### config.mk
export PLATFORM = sky130hd
export DESIGN_NAME = fll_clock_mode_controller
export DESIGN_NICKNAME = d
export VERILOG_FILES = /design/src/logic/fll_clock_mode_pkg.sv /design/src/logic/fll_clock_mode_controller.sv
export SDC_FILE = /design/constraint.sdc
export NUM_CORES = 1
export LEC_CHECK = 0
export BUFFER_PORTS_ARGS = -buffer_cell sky130_fd_sc_hd__clkbuf_2
export CORE_UTILIZATION = 55
export DETAILED_ROUTE_END_ITERATION = 8
export PLACE_DENSITY = 0.87
export SLEW_MARGIN = 20
export SYNTH_ARGS = -nofsm -noshare
export SYNTH_HDL_FRONTEND = slang
export SYNTH_SLANG_ARGS = --single-unit
export TNS_END_PERCENT = 1
### constraint.sdc
create_clock -name mclk_i -period 4.7 [get_ports mclk_i]
set_input_delay 0.235 -clock mclk_i [delete_from_list [all_inputs] [get_ports mclk_i]]
set_output_delay 0.235 -clock mclk_i [all_outputs]
set_load 0.005 [all_outputs]
### src/logic/fll_clock_mode_pkg.sv
package fll_clock_mode_pkg;

    // ----------------------------------------
    // Register map and field positions
    // ----------------------------------------
    localparam logic [2:0] ADDR_CTRL   = 3'h0;
    localparam logic [2:0] ADDR_DIV    = 3'h1;
    localparam logic [2:0] ADDR_STAT   = 3'h2;
    localparam logic [2:0] ADDR_FLT_HI = 3'h3;
    localparam logic [2:0] ADDR_FLT_LO = 3'h4;
    localparam logic [2:0] ADDR_TRIM   = 3'h5;
    localparam int         CTRL_REFERENCE_TYPE_SELECT_BIT = 2;
    localparam int         CTRL_KEEP_BIT = 3;
    localparam int         CTRL_MFD_LSB  = 4;
    localparam int         STAT_LOCK_BIT = 2;
    localparam int         STAT_LOL_BIT  = 3;
    localparam int         STAT_LOC_BIT  = 4;
    localparam int         STAT_ERC_BIT  = 5;
    localparam int         STAT_DCO_BIT  = 6;
    localparam int         STAT_RDY_BIT  = 7;

    // ----------------------------------------
    // Reset values and counts
    // ----------------------------------------
    localparam logic [7:0]  TRIM_POR       = 8'h80;
    localparam logic [9:0]  PERIOD_BASE    = 10'h180;
    localparam logic [11:0] FILTER_RST     = 12'h000;
    localparam logic [2:0]  MFD_RST        = 3'h0;
    localparam logic [2:0]  RFD_RST        = 3'h0;
    localparam logic [8:0]  LOCK_N         = 9'h004;
    localparam logic [8:0]  UNLOCK_N       = 9'h008;
    localparam logic [2:0]  LOCK_SAMPLES   = 3'h4;
    localparam logic [1:0]  STABLE_SAMPLES = 2'h2;
    localparam logic [1:0]  AVG_LAST       = 2'h3;
    localparam logic [12:0] XTAL_COUNT     = 13'h1000;

    typedef enum logic [1:0] {
        MODE_SCM = 2'b00,
        MODE_FEI = 2'b01,
        MODE_FEE = 2'b11,
        MODE_FBE = 2'b10
    } mode_type;

    typedef struct packed {
        logic ref_clk;
        logic ext_ref_valid;
        logic ref_lost;
        logic dco_lost;
        logic dco_active;
    } det_pins_type;

    typedef struct packed {
        logic       rd;
        logic       wr;
        logic [2:0] addr;
        logic [7:0] wdata;
    } reg_req_type;

    typedef struct packed {
        logic        feed;
        logic        dco_en;
        logic        irg_en;
        logic        osc_en;
        logic        loop_closed;
        logic        loop_ref_ext;
        logic        src_ext;
        logic [3:0]  div_log2;
        logic [9:0]  period;
        logic [11:0] filter;
        logic [2:0]  multiplication_factor;
    } gen_ctrl_type;

    typedef struct packed {
        det_pins_type s1;
        det_pins_type s2;
        det_pins_type s3;
        det_pins_type pin;
        mode_type     mode;
        logic         off;
        logic         fbe_on_exit;
        logic         auto_close;
        logic [1:0]   req;
        logic         reference_type_select;
        logic         keep;
        logic [2:0]   multiplication_factor;
        logic [2:0]   rfd;
        logic [7:0]   trim;
        logic [11:0]  filter;
        logic [7:0]   flt_lo;
        logic         lock;
        logic         lol;
        logic         loss_of_clock_flag;
        logic         first_lock;
        logic [2:0]   lock_cnt;
        logic [1:0]   avg_cnt;
        logic [9:0]   avg_acc;
        logic [7:0]   prev_err;
        logic [1:0]   stable_cnt;
        logic         dco_stable_flag;
        logic [12:0]  xtal_cnt;
        logic         ext_ready;
        gen_ctrl_type ctrl;
        logic [7:0]   rd_data;
    } state_type;

    // Defaults after any reset; trim is handed in so a warm reset can keep it
    function automatic state_type rst_state(input logic [7:0] trim);
        state_type s;
        s        = '0;
        s.mode   = MODE_SCM;
        s.multiplication_factor    = MFD_RST;
        s.rfd    = RFD_RST;
        s.trim   = trim;
        s.filter = FILTER_RST;
        s.ctrl.dco_en = 1'b1;
        s.ctrl.irg_en = 1'b1;
        s.ctrl.feed   = 1'b1;
        s.ctrl.period = PERIOD_BASE + {2'b00, trim};
        s.ctrl.filter = FILTER_RST;
        s.ctrl.multiplication_factor    = MFD_RST;
        return s;
    endfunction : rst_state

endpackage : fll_clock_mode_pkg

### src/logic/fll_clock_mode_controller.sv
// Design decisions made here: the address-and-strobe port and the register offsets.
`timescale 1ns/1ps
`default_nettype none
module fll_clock_mode_controller (
    input  wire logic                             mclk_i,
    input  wire logic                             sys_rst_i,
    input  wire logic                             mcu_reset_i,
    input  wire logic                             stop_i,
    input  wire logic                             debug_i,
    input  wire fll_clock_mode_pkg::det_pins_type pins_i,
    input  wire logic                             sample_i,
    input  wire logic [7:0]                       err_i,
    input  wire fll_clock_mode_pkg::reg_req_type  reg_req_i,
    output var  fll_clock_mode_pkg::gen_ctrl_type gen_ctrl_o,
    output var  fll_clock_mode_pkg::mode_type     actual_mode_o,
    output logic                                  lock_o,
    output logic [7:0]                            rd_data_o
);
    import fll_clock_mode_pkg::*;

    state_type state_q;
    state_type state_d;

    // Magnitude of a signed nine-bit value
    function automatic logic [8:0] mag(input logic [8:0] v);
        return v[8] ? 9'(-v) : v;
    endfunction : mag

    // ----------------------------------------
    // Next state
    // ----------------------------------------
    always_comb begin
        state_type  n;
        logic [8:0] err_x;
        logic [9:0] avg_sum;
        logic       ref_rise;
        logic       wr_ctrl;
        logic       enter_off;
        n         = state_q;
        err_x     = {err_i[7], err_i};
        avg_sum   = 10'(state_q.avg_acc + {{2{err_i[7]}}, err_i});
        wr_ctrl   = reg_req_i.wr && (reg_req_i.addr == ADDR_CTRL);
        enter_off = stop_i && !debug_i && !state_q.off;

        // Detector pins: a level counts once stages two and three agree
        n.s1 = pins_i;
        n.s2 = state_q.s1;
        n.s3 = state_q.s2;
        for (int i = 0; i < 5; i++) begin
            if (state_q.s2[i] == state_q.s3[i]) begin
                n.pin[i] = state_q.s3[i];
            end
        end
        ref_rise = n.pin.ref_clk && !state_q.pin.ref_clk;

        // Register reads, data stands one cycle later
        n.rd_data = 8'h00;
        if (reg_req_i.rd) begin
            unique case (reg_req_i.addr)
                ADDR_CTRL:   n.rd_data = {1'b0, state_q.multiplication_factor, state_q.keep, state_q.reference_type_select, state_q.req};
                ADDR_DIV:    n.rd_data = {5'h00, state_q.rfd};
                ADDR_STAT:   n.rd_data = {state_q.ext_ready, state_q.dco_stable_flag, state_q.pin.ext_ref_valid,
                                          state_q.loss_of_clock_flag, state_q.lol, state_q.lock, state_q.mode};
                ADDR_FLT_HI: n.rd_data = {4'h0, state_q.filter[11:8]};
                ADDR_FLT_LO: n.rd_data = state_q.filter[7:0];
                ADDR_TRIM:   n.rd_data = state_q.trim;
                default:     n.rd_data = 8'h00;
            endcase
        end

        // Register writes; a changed mode request or multiplier is an expected unlock
        if (reg_req_i.wr) begin
            unique case (reg_req_i.addr)
                ADDR_CTRL: begin
                    n.req  = reg_req_i.wdata[1:0];
                    n.reference_type_select = reg_req_i.wdata[CTRL_REFERENCE_TYPE_SELECT_BIT];
                    n.keep = reg_req_i.wdata[CTRL_KEEP_BIT];
                    n.multiplication_factor  = reg_req_i.wdata[CTRL_MFD_LSB +: 3];
                    if (n.req != state_q.req || n.multiplication_factor != state_q.multiplication_factor) begin
                        n.lock     = 1'b0;
                        n.lock_cnt = 3'h0;
                    end
                end
                ADDR_DIV: n.rfd = reg_req_i.wdata[2:0];
                ADDR_STAT: begin
                    if (reg_req_i.wdata[STAT_LOL_BIT]) begin
                        n.lol = 1'b0;
                    end
                    if (reg_req_i.wdata[STAT_LOC_BIT]) begin
                        n.loss_of_clock_flag = 1'b0;
                    end
                end
                ADDR_FLT_LO: begin
                    if (state_q.mode == MODE_SCM && state_q.req == 2'b00) begin
                        n.flt_lo = reg_req_i.wdata;
                    end
                end
                ADDR_FLT_HI: begin
                    if (state_q.mode == MODE_SCM && state_q.req == 2'b00) begin
                        n.filter = {reg_req_i.wdata[3:0], state_q.flt_lo};
                    end
                end
                ADDR_TRIM: begin
                    n.trim = reg_req_i.wdata;
                    if (state_q.mode == MODE_FEI) begin
                        n.lock     = 1'b0;
                        n.lock_cnt = 3'h0;
                    end
                end
                default: ;
            endcase
        end

        // Loss of clock is sticky; a new loss beats a clear in the same cycle
        if (state_q.pin.ref_lost || state_q.pin.dco_lost) begin
            n.loss_of_clock_flag = 1'b1;
        end

        // DCO stability: two steady samples in a row and a moving DCO
        if (sample_i && state_q.ctrl.dco_en) begin
            n.prev_err = err_i;
            if (mag(9'(err_x - {state_q.prev_err[7], state_q.prev_err})) <= UNLOCK_N) begin
                if (state_q.stable_cnt != STABLE_SAMPLES) begin
                    n.stable_cnt = 2'(state_q.stable_cnt + 2'h1);
                end
            end else begin
                n.stable_cnt = 2'h0;
            end
        end
        n.dco_stable_flag = (n.stable_cnt == STABLE_SAMPLES) && state_q.pin.dco_active;

        // Stop handling; the exit path depends on settings seen at entry
        if (enter_off) begin
            n.off         = 1'b1;
            n.fbe_on_exit = (state_q.req == 2'b10) && state_q.pin.ext_ref_valid;
            n.dco_stable_flag        = 1'b0;
            n.stable_cnt  = 2'h0;
            n.lock        = 1'b0;
            n.lock_cnt    = 3'h0;
        end else if (state_q.off && !stop_i) begin
            n.off = 1'b0;
            if (state_q.fbe_on_exit) begin
                n.mode = MODE_FBE;
            end else begin
                n.mode       = MODE_SCM;
                n.auto_close = state_q.req[0];
            end
        end else if (!state_q.off) begin
            if (wr_ctrl && n.req == 2'b00) begin
                n.mode       = MODE_SCM;
                n.auto_close = 1'b0;
            end else if (wr_ctrl && n.req == 2'b01) begin
                n.mode       = MODE_FEI;
                n.auto_close = 1'b0;
            end else begin
                unique case (state_q.mode)
                    MODE_SCM: begin
                        if (state_q.auto_close && state_q.dco_stable_flag) begin
                            n.mode       = state_q.req[1] ? MODE_FEE : MODE_FEI;
                            n.auto_close = 1'b0;
                        end else if (state_q.req == 2'b10 && state_q.pin.ext_ref_valid) begin
                            n.mode = MODE_FBE;
                        end else if (state_q.req == 2'b11 && state_q.pin.ext_ref_valid && state_q.dco_stable_flag) begin
                            n.mode = MODE_FEE;
                        end
                    end
                    MODE_FEI: begin
                        if (state_q.req == 2'b11 && state_q.pin.ext_ref_valid && state_q.dco_stable_flag) begin
                            n.mode = MODE_FEE;
                        end
                    end
                    MODE_FEE: begin
                        if (state_q.pin.ref_lost || (!state_q.pin.ext_ref_valid && state_q.loss_of_clock_flag)) begin
                            n.mode = MODE_SCM;
                            n.req  = 2'b00;
                        end else if (state_q.pin.dco_lost && state_q.pin.ext_ref_valid) begin
                            n.mode = MODE_FBE;
                            n.req  = 2'b10;
                        end
                    end
                    MODE_FBE: begin
                        if (state_q.pin.ref_lost || (!state_q.pin.ext_ref_valid && state_q.loss_of_clock_flag)) begin
                            n.mode = MODE_SCM;
                            n.req  = 2'b00;
                        end
                    end
                endcase
            end
        end

        // A change of mode restarts lock acquisition without flagging a loss
        if (n.mode != state_q.mode) begin
            n.lock     = 1'b0;
            n.lock_cnt = 3'h0;
            n.avg_cnt  = 2'h0;
            n.avg_acc  = 10'h000;
            if (n.mode == MODE_FEE) begin
                n.first_lock = 1'b0;
            end
        end else if (sample_i && !state_q.off && state_q.mode[0]) begin
            // Closed loop: LOCKED_INTERNAL_REF_MODE or FEE steering the DCO toward the multiplier
            if (!state_q.lock) begin
                n.filter = 12'(state_q.filter - {{3{err_x[8]}}, err_x});
                if (mag(err_x) <= LOCK_N) begin
                    n.lock_cnt = 3'(state_q.lock_cnt + 3'h1);
                    if (state_q.lock_cnt == LOCK_SAMPLES - 3'h1) begin
                        n.lock       = 1'b1;
                        n.first_lock = 1'b1;
                        n.avg_cnt    = 2'h0;
                        n.avg_acc    = 10'h000;
                    end
                end else begin
                    n.lock_cnt = 3'h0;
                end
            end else if (mag(err_x) > UNLOCK_N) begin
                n.lock     = 1'b0;
                n.lol      = 1'b1;
                n.lock_cnt = 3'h0;
            end else begin
                // Averaging trades response speed for less DCO jitter when locked
                n.avg_cnt = 2'(state_q.avg_cnt + 2'h1);
                n.avg_acc = avg_sum;
                if (state_q.avg_cnt == AVG_LAST) begin
                    n.filter  = 12'(state_q.filter - {{4{avg_sum[9]}}, avg_sum[9:2]});
                    n.avg_acc = 10'h000;
                end
            end
        end

        // Crystal start-up: count reference edges before trusting the source
        if (!state_q.ctrl.osc_en) begin
            n.xtal_cnt  = 13'h0000;
            n.ext_ready = 1'b0;
        end else if (!state_q.reference_type_select) begin
            n.ext_ready = state_q.pin.ext_ref_valid;
        end else if (ref_rise && !state_q.ext_ready) begin
            n.xtal_cnt = 13'(state_q.xtal_cnt + 13'h0001);
            if (n.xtal_cnt == XTAL_COUNT) begin
                n.ext_ready = 1'b1;
            end
        end

        // Warm reset discards everything but trim and the synchronisers
        if (mcu_reset_i) begin
            n      = rst_state(state_q.trim);
            n.s1   = pins_i;
            n.s2   = state_q.s1;
            n.s3   = state_q.s2;
            n.pin  = state_q.pin;
        end

        // Generator controls follow the settled next state
        n.ctrl.period   = PERIOD_BASE + {2'b00, n.trim};
        n.ctrl.filter   = n.filter;
        n.ctrl.multiplication_factor      = n.multiplication_factor;
        n.ctrl.dco_en   = (n.mode != MODE_FBE) && (!n.off || n.keep);
        n.ctrl.irg_en   = (n.mode != MODE_FBE) && (!n.off || n.keep);
        n.ctrl.osc_en   = n.req[1] && (!n.off || n.keep);
        n.ctrl.loop_closed  = n.mode[0] && !n.off;
        n.ctrl.loop_ref_ext = (n.mode == MODE_FEE) && n.ext_ready;
        n.ctrl.src_ext  = (n.mode == MODE_FBE);
        n.ctrl.feed     = !n.off && !((n.mode == MODE_FBE) && !n.ext_ready);
        n.ctrl.div_log2 = {1'b0, n.rfd} + {3'h0, (n.mode == MODE_FEE) && !n.first_lock};
        state_d = n;
    end

    // ----------------------------------------
    // State register
    // ----------------------------------------
    always_ff @(posedge mclk_i or posedge sys_rst_i) begin
        if (sys_rst_i) begin
            state_q <= rst_state(TRIM_POR);
        end else begin
            state_q <= state_d;
        end
    end

    // Every output comes straight from the state register
    assign gen_ctrl_o    = state_q.ctrl;
    assign actual_mode_o = state_q.mode;
    assign lock_o        = state_q.lock;
    assign rd_data_o     = state_q.rd_data;
endmodule : fll_clock_mode_controller
`default_nettype wire

==> reports/qor.yml, run 1 <==
synth:
  syn-cell-area_sq_um: 8489
  syn_inst: 954
  yosysUniqueCellTypes: 77
  async_flop_share_pct: 100.0
  synth_nets: 1033
  yosysSeqAreaShare_pct: 37.18
  ys_warn_count: 0
  avgSynthCellArea_sq_um: 8.899
  synth_edf_count: 0
  ys.flop_type: "dfrtp_1"
  ys_ff_latch: 126
floorplan:
  coreArea_sq_um: 15150
  io_pins: 79
  die_height_um: 126.2
  start_util_pct: 56.05
  die_x_um: 126.2
  dieArea_sq_um: 15940
  num_rows: 45
cells_and_area:
  nNetsFinal: 1051
  syn2layout_area_growth_pct: 8.651
  antenna_cells: 0
  mostFrequentLayoutCells: "dfrtp_1 (123), nor2_1 (99), nand2_1 (83), clkbuf_2 (78), a21oi_1 (67)"
  mostFrequentLayoutCell: "dfrtp_1"
  finalInstanceArea_sq_um: 9224
  final_util_pct: 60.90
  stdcell_count: 1173
  nFillCells: 1243
  drive_gt1_share_pct: 15.63
clock_tree:
  clkSlewWorstSetupHoldPaths_ps: 60
  clock_path_buffers: 2
  postCtsSetupBuffers: 0
  cts_resized: 0
  htree_levels: 4
  cts_root_buffer: "clkbuf_16"
  cts.sinks: 126
  cts_tree: "yes"
  clock_latency_ps: 430
  numCtsBuffers: 17
route:
  drt-pass1-iter-count: 6
  viasPerCell: 6.308
  drc: 0
  drt_wl_total_um: 21660
  first_iter_violations: 763
  antenna_left: 0
  vias: 7399
  wl_per_cell_um: 18.46
timing:
  fmax_mhz: 245.8
  finalHoldViolCount: 0
  slew_headroom_pct: 39.16
  rsz0062_at_grt: "no"
  worstMarginPinSlew_ps: 889.6
  fin_crit_ps: 4069
  whs_ps: 27.06
  skew_ps: 7.009
  tns_ps: 0
  slew_viol_final: 0
  finalCritPeriodShare_pct: 86.57
  setup_violations: 0
  fin_ws_ps: 631.0
placement:
  gp_congestion: 0.9242
  post-place-ws_ps: 701.8
  dp_hpwl_um: 15020
  numPortBuffers: 78
  post-place-cells: 1135
  placed_area_sq_um: 8587
critical_path:
  crit_path_max_incr_delay_ps: 400
  worstSetupStartpoint: "state_q[69]"
  end_kind: "register"
  critPathLaunchType: "register"
  crit_required_ps: 4990
  crit_fanout: 4
  path_class: "register to register"
  path_delay_family: "compound AO/OA/AOI/OAI gates"
  slowest_stage: "fa_1"
  rr_worst_depth: 15
  cp.depth: 15
  arrival_ps: 4360
  cp.buffers_inverters: 0
  r2r_start: "state_q[69]"
  crit_chain: "ha_1 > fa_1 > a21o_1 > a21oi_1 > nor2b_1 > o21a_1 > o41ai_1 > xor2_1 > ha_1 > or3_1 > a311oi_1 > o311ai_0 > o22ai_1 > xnor2_1 > a21oi_1"
grt:
  grt_pass1_vias: 7026
  antenna_found_initial: 0
  overflow: 0
  grt_pass1_wl_um: 35290
  grt_usage_pct: 28.20
  grt_max_degree: 55
hold_path:
  min-delay-start: "reg_req_i[7]"
  hp-class: "input port to register"
  min_path_cells: 2
power_and_ir_drop:
  vdd_drop_max_mv: 0.2848
  finalPower_mw: 2.868
  power_per_cell_area_nw_per_um2: 310.9
  leakagePower_nw: 4.025
run:
  cap_violations: 0
status:
  status: "finished clean"
[layer usage]
layer / up-vias / track usage [%] / routed length, um
met1: 3578 / 38.66 / 9307
met2: 365 / 44.49 / 10080
met5: - / 0 / 0
li1: 3388 / - / -
met4: 0 / 10.56 / 575
met3: 68 / 5.353 / 1690
[area by class of cell]
type,count,area [sq um],share of cell area (%)
repair buffers,89,488.0,5.290
flip-flops and latches,126,3157,34.22
inverters,43,163.9,1.777
well taps,188,235.2,2.550
multi-input cells,695,4608,49.96
clock inverters,15,146.4,1.587
clock buffers,17,425.4,4.612
[timing repair]
item,in CTS,in global routing
hold endpoints to repair,52,0
endpoints found under the setup margin,0,0
hold buffers,6,0
[where the power goes]
group          switching, mW  internal (mW)
registers             0.0522           1.13
logic                  0.252          0.164
clock network          0.564          0.702
total                  0.869           2.00
[sequential cells by signal, summed over array words and instances, names as in the netlist]
name / count
lock_o: 1
actual_mode_o: 2
state_q: 81
rd_data_o: 8
gen_ctrl_o: 34
[cell usage after synthesis (7+ instances only)]
cell      number  share of area, %
a211oi_1       8              0.71
a21oi_1       67               3.9
a31oi_1       16               1.2
and2_1         9              0.66
and3_1         7              0.52
buf_4         46               4.1
clkbuf_1      29               1.3
dfrtp_1      123                36
ha_1          43               6.3
inv_1         43               1.9
mux2_2         9               1.2
mux2i_1       26               3.1
nand2_1       83               3.7
nand2b_1      16               1.2
nand3_1       29               1.7
nand4_1       12              0.88
nor2_1        99               4.4
nor2_4         9               1.2
nor2b_1       17               1.3
nor3_1        30               1.8
o21a_1         7              0.62
o21ai_0       33               1.9
or3_1          8              0.59
xnor2_1       20               2.1
xor2_1        32               3.3
[cell families after synthesis]
family / share of synthesized area [%]
fa+ha+maj: 7.281
flops: 37.18
buf+inv: 8.592
compound gates: 16.79
simple gates: 20.53
mux: 4.259
xor+xnor: 5.365
[final timing paths]
kind | to | slack (ps)
max | gen_ctrl_o[14] | 630
min | gen_ctrl_o[23] | 30
max reg2reg | gen_ctrl_o[14] | 630
min reg2reg | state_q[145] | 350
max in group asynchronous | gen_ctrl_o[24] | 3270
min in group asynchronous | gen_ctrl_o[29] | 450
No activity file was read; power rests on OpenSTA's default activity.
==> run 2, diff against run 1 <==
- CORE_UTILIZATION: 55 -> 45
- PLACE_DENSITY: 0.87 -> 0.75
- RECOVER_POWER: not set -> 100
==> reports/qor.yml, run 2 (synthesis results as in run 1) <==
status:
  status: "complete, but fails checks"
  violations: "max-capacitance violations, max-slew violations"
timing:
  fin_crit_ps: 4138  # +68.57 ps
  skew_ps: 8.163  # +1.153 ps
  rsz0062_at_grt: "no"
  finalHoldViolCount: 0  # unchanged
  slew_headroom_pct: -37.83  # -77 points
  slew_viol_final: 94  # +94
  setup_violations: 0  # unchanged
  fmax_mhz: 241.7  # -1.7%
  fin_ws_ps: 562.5  # -68.57 ps
  whs_ps: 37.11  # +10.04 ps
  finalCritPeriodShare_pct: 88.03  # +1.5 points
  tns_ps: 0  # unchanged
  worstMarginPinSlew_ps: 2067  # +1178 ps
placement:
  gp_congestion: 0.8966  # -3.0%
  post-place-ws_ps: 781.0  # +79.26 ps
  dp_hpwl_um: 15390  # +2.5%
  numPortBuffers: 78  # unchanged
  post-place-cells: 1176  # +3.6%
  placed_area_sq_um: 8638  # +0.60%
grt:
  antenna_found_initial: 0  # unchanged
  overflow: 0  # unchanged
  grt_max_degree: 58  # +5.5%
  grt_pass1_wl_um: 34860  # -1.2%
  grt_pass1_vias: 6848  # -2.5%
  grt_usage_pct: 22.53  # -5.7 points
power_and_ir_drop:
  leakagePower_nw: 3.919  # -2.6%
  vdd_drop_max_mv: 0.2587  # -9.2%
  power_per_cell_area_nw_per_um2: 314.1  # +1.0%
  finalPower_mw: 2.891  # +0.81%
floorplan:
  start_util_pct: 46.62  # -9.4 points
  dieArea_sq_um: 19420  # +22%
  die_x_um: 139.4  # +10%
  num_rows: 49  # +8.9%
  coreArea_sq_um: 18210  # +20%
  io_pins: 79  # unchanged
  die_height_um: 139.4  # +10%
clock_tree:
  cts_root_buffer: "clkbuf_16"
  cts.sinks: 126  # unchanged
  htree_levels: 4  # unchanged
  clock_path_buffers: 2  # unchanged
  cts_resized: 0  # unchanged
  hold_buffers: 6  # unchanged
  postCtsSetupBuffers: 0  # unchanged
  clock_latency_ps: 420  # about the same
  numCtsBuffers: 17  # unchanged
  clkSlewWorstSetupHoldPaths_ps: 60  # about the same
  cts_tree: "yes"
critical_path:
  crit_fanout: 29  # +25
  arrival_ps: 4370  # about the same
  crit_chain: "clkbuf_1 > or4b_1 > o32ai_1 > a2111oi_0 > o21ai_0 > nand3_1 > or2_1 > clkbuf_1 > a21oi_1"
  end_kind: "register"
  slowest_stage: "clkbuf_1"
  crit_top_cell: "clkbuf_1"
  crit_required_ps: 4930  # -60 ps
  crit_path_max_incr_delay_ps: 1130  # +730 ps
  path_class: "input port to register"
  critPathLaunchType: "input port"
cells_and_area:
  largest_register: "state_q"
  mostFrequentLayoutCells: "dfrtp_1 (123), nor2_1 (99), nand2_1 (83), a21oi_1 (68), clkbuf_2 (52)"
  drive_gt1_share_pct: 11.69  # -3.9 points
  largest_reg_flops: 81  # unchanged
  stdcell_count: 1213  # +3.4%
  nNetsFinal: 1051  # unchanged
  syn2layout_area_growth_pct: 8.416
  antenna_cells: 0  # unchanged
  finalInstanceArea_sq_um: 9204  # -0.22%
  mostFrequentLayoutCell: "dfrtp_1"
  final_util_pct: 50.55  # -10 points
route:
  drt-pass1-iter-count: 5  # -1
  first_iter_violations: 730  # -4.3%
  viasPerCell: 5.857  # -7.2%
  drt_wl_total_um: 21110  # -2.5%
  drc: 0  # unchanged
  wl_per_cell_um: 17.40  # -5.7%
  vias: 7104  # -4.0%
  antenna_left: 0  # unchanged
run:
  cap_violations: 4  # +4
hold_path:
  hp-class: "input port to register"
==> run 2: power by group <==
| group | leakage [nW] | internal (mW) | total (mW) | switching [mW] |
|---|---|---|---|---|
| combinational | 1.97 | 0.157 | 0.404 | 0.246 |
| sequential | 1.67 | 1.13 | 1.18 | 0.0489 |
| clock | 0.279 | 0.792 | 1.31 | 0.514 |
==> run 2: routing by layer <==
metal	wire [um]	GRT usage, %	up-vias
li1	-	-	3365
met1	9472	31.17	3424
met2	9771	35.47	280
met3	1458	3.682	35
met4	407	8.363	0
met5	0	0	-
==> run 2: area by class of cell <==
type | instances | area [sq um]
fill | 1646 | 9005
inverter | 43 | 162.7
sequential | 126 | 3157
multi-input combinational | 695 | 4581
timing repair buffer | 89 | 440.4
clock buffer | 18 | 439.2
tap | 229 | 286.5
clock inverter | 13 | 137.6
==> run 2: worst paths after layout <==
kind                                  end         start  slack, ps  cells past startpoint
hold / removal             gen_ctrl_o[23]  reg_req_i[7]         40                      2
setup / recovery              state_q[71]  reg_req_i[8]        560                      9
setup reg to reg           gen_ctrl_o[11]   state_q[69]        820                     15
min in group asynchronous  gen_ctrl_o[29]     sys_rst_i        680                      3
hold reg to reg              state_q[143]  state_q[148]        350                      0
max in group asynchronous  gen_ctrl_o[11]     sys_rst_i       1520                      4
==> run 2: worst max-delay path: cells and delay by family <==
family / cells / cell delay, ps
buffers and inverters: 2 / 2000
AOI/OAI and AO/OA: 4 / 1270
and+or+nand+nor: 3 / 830
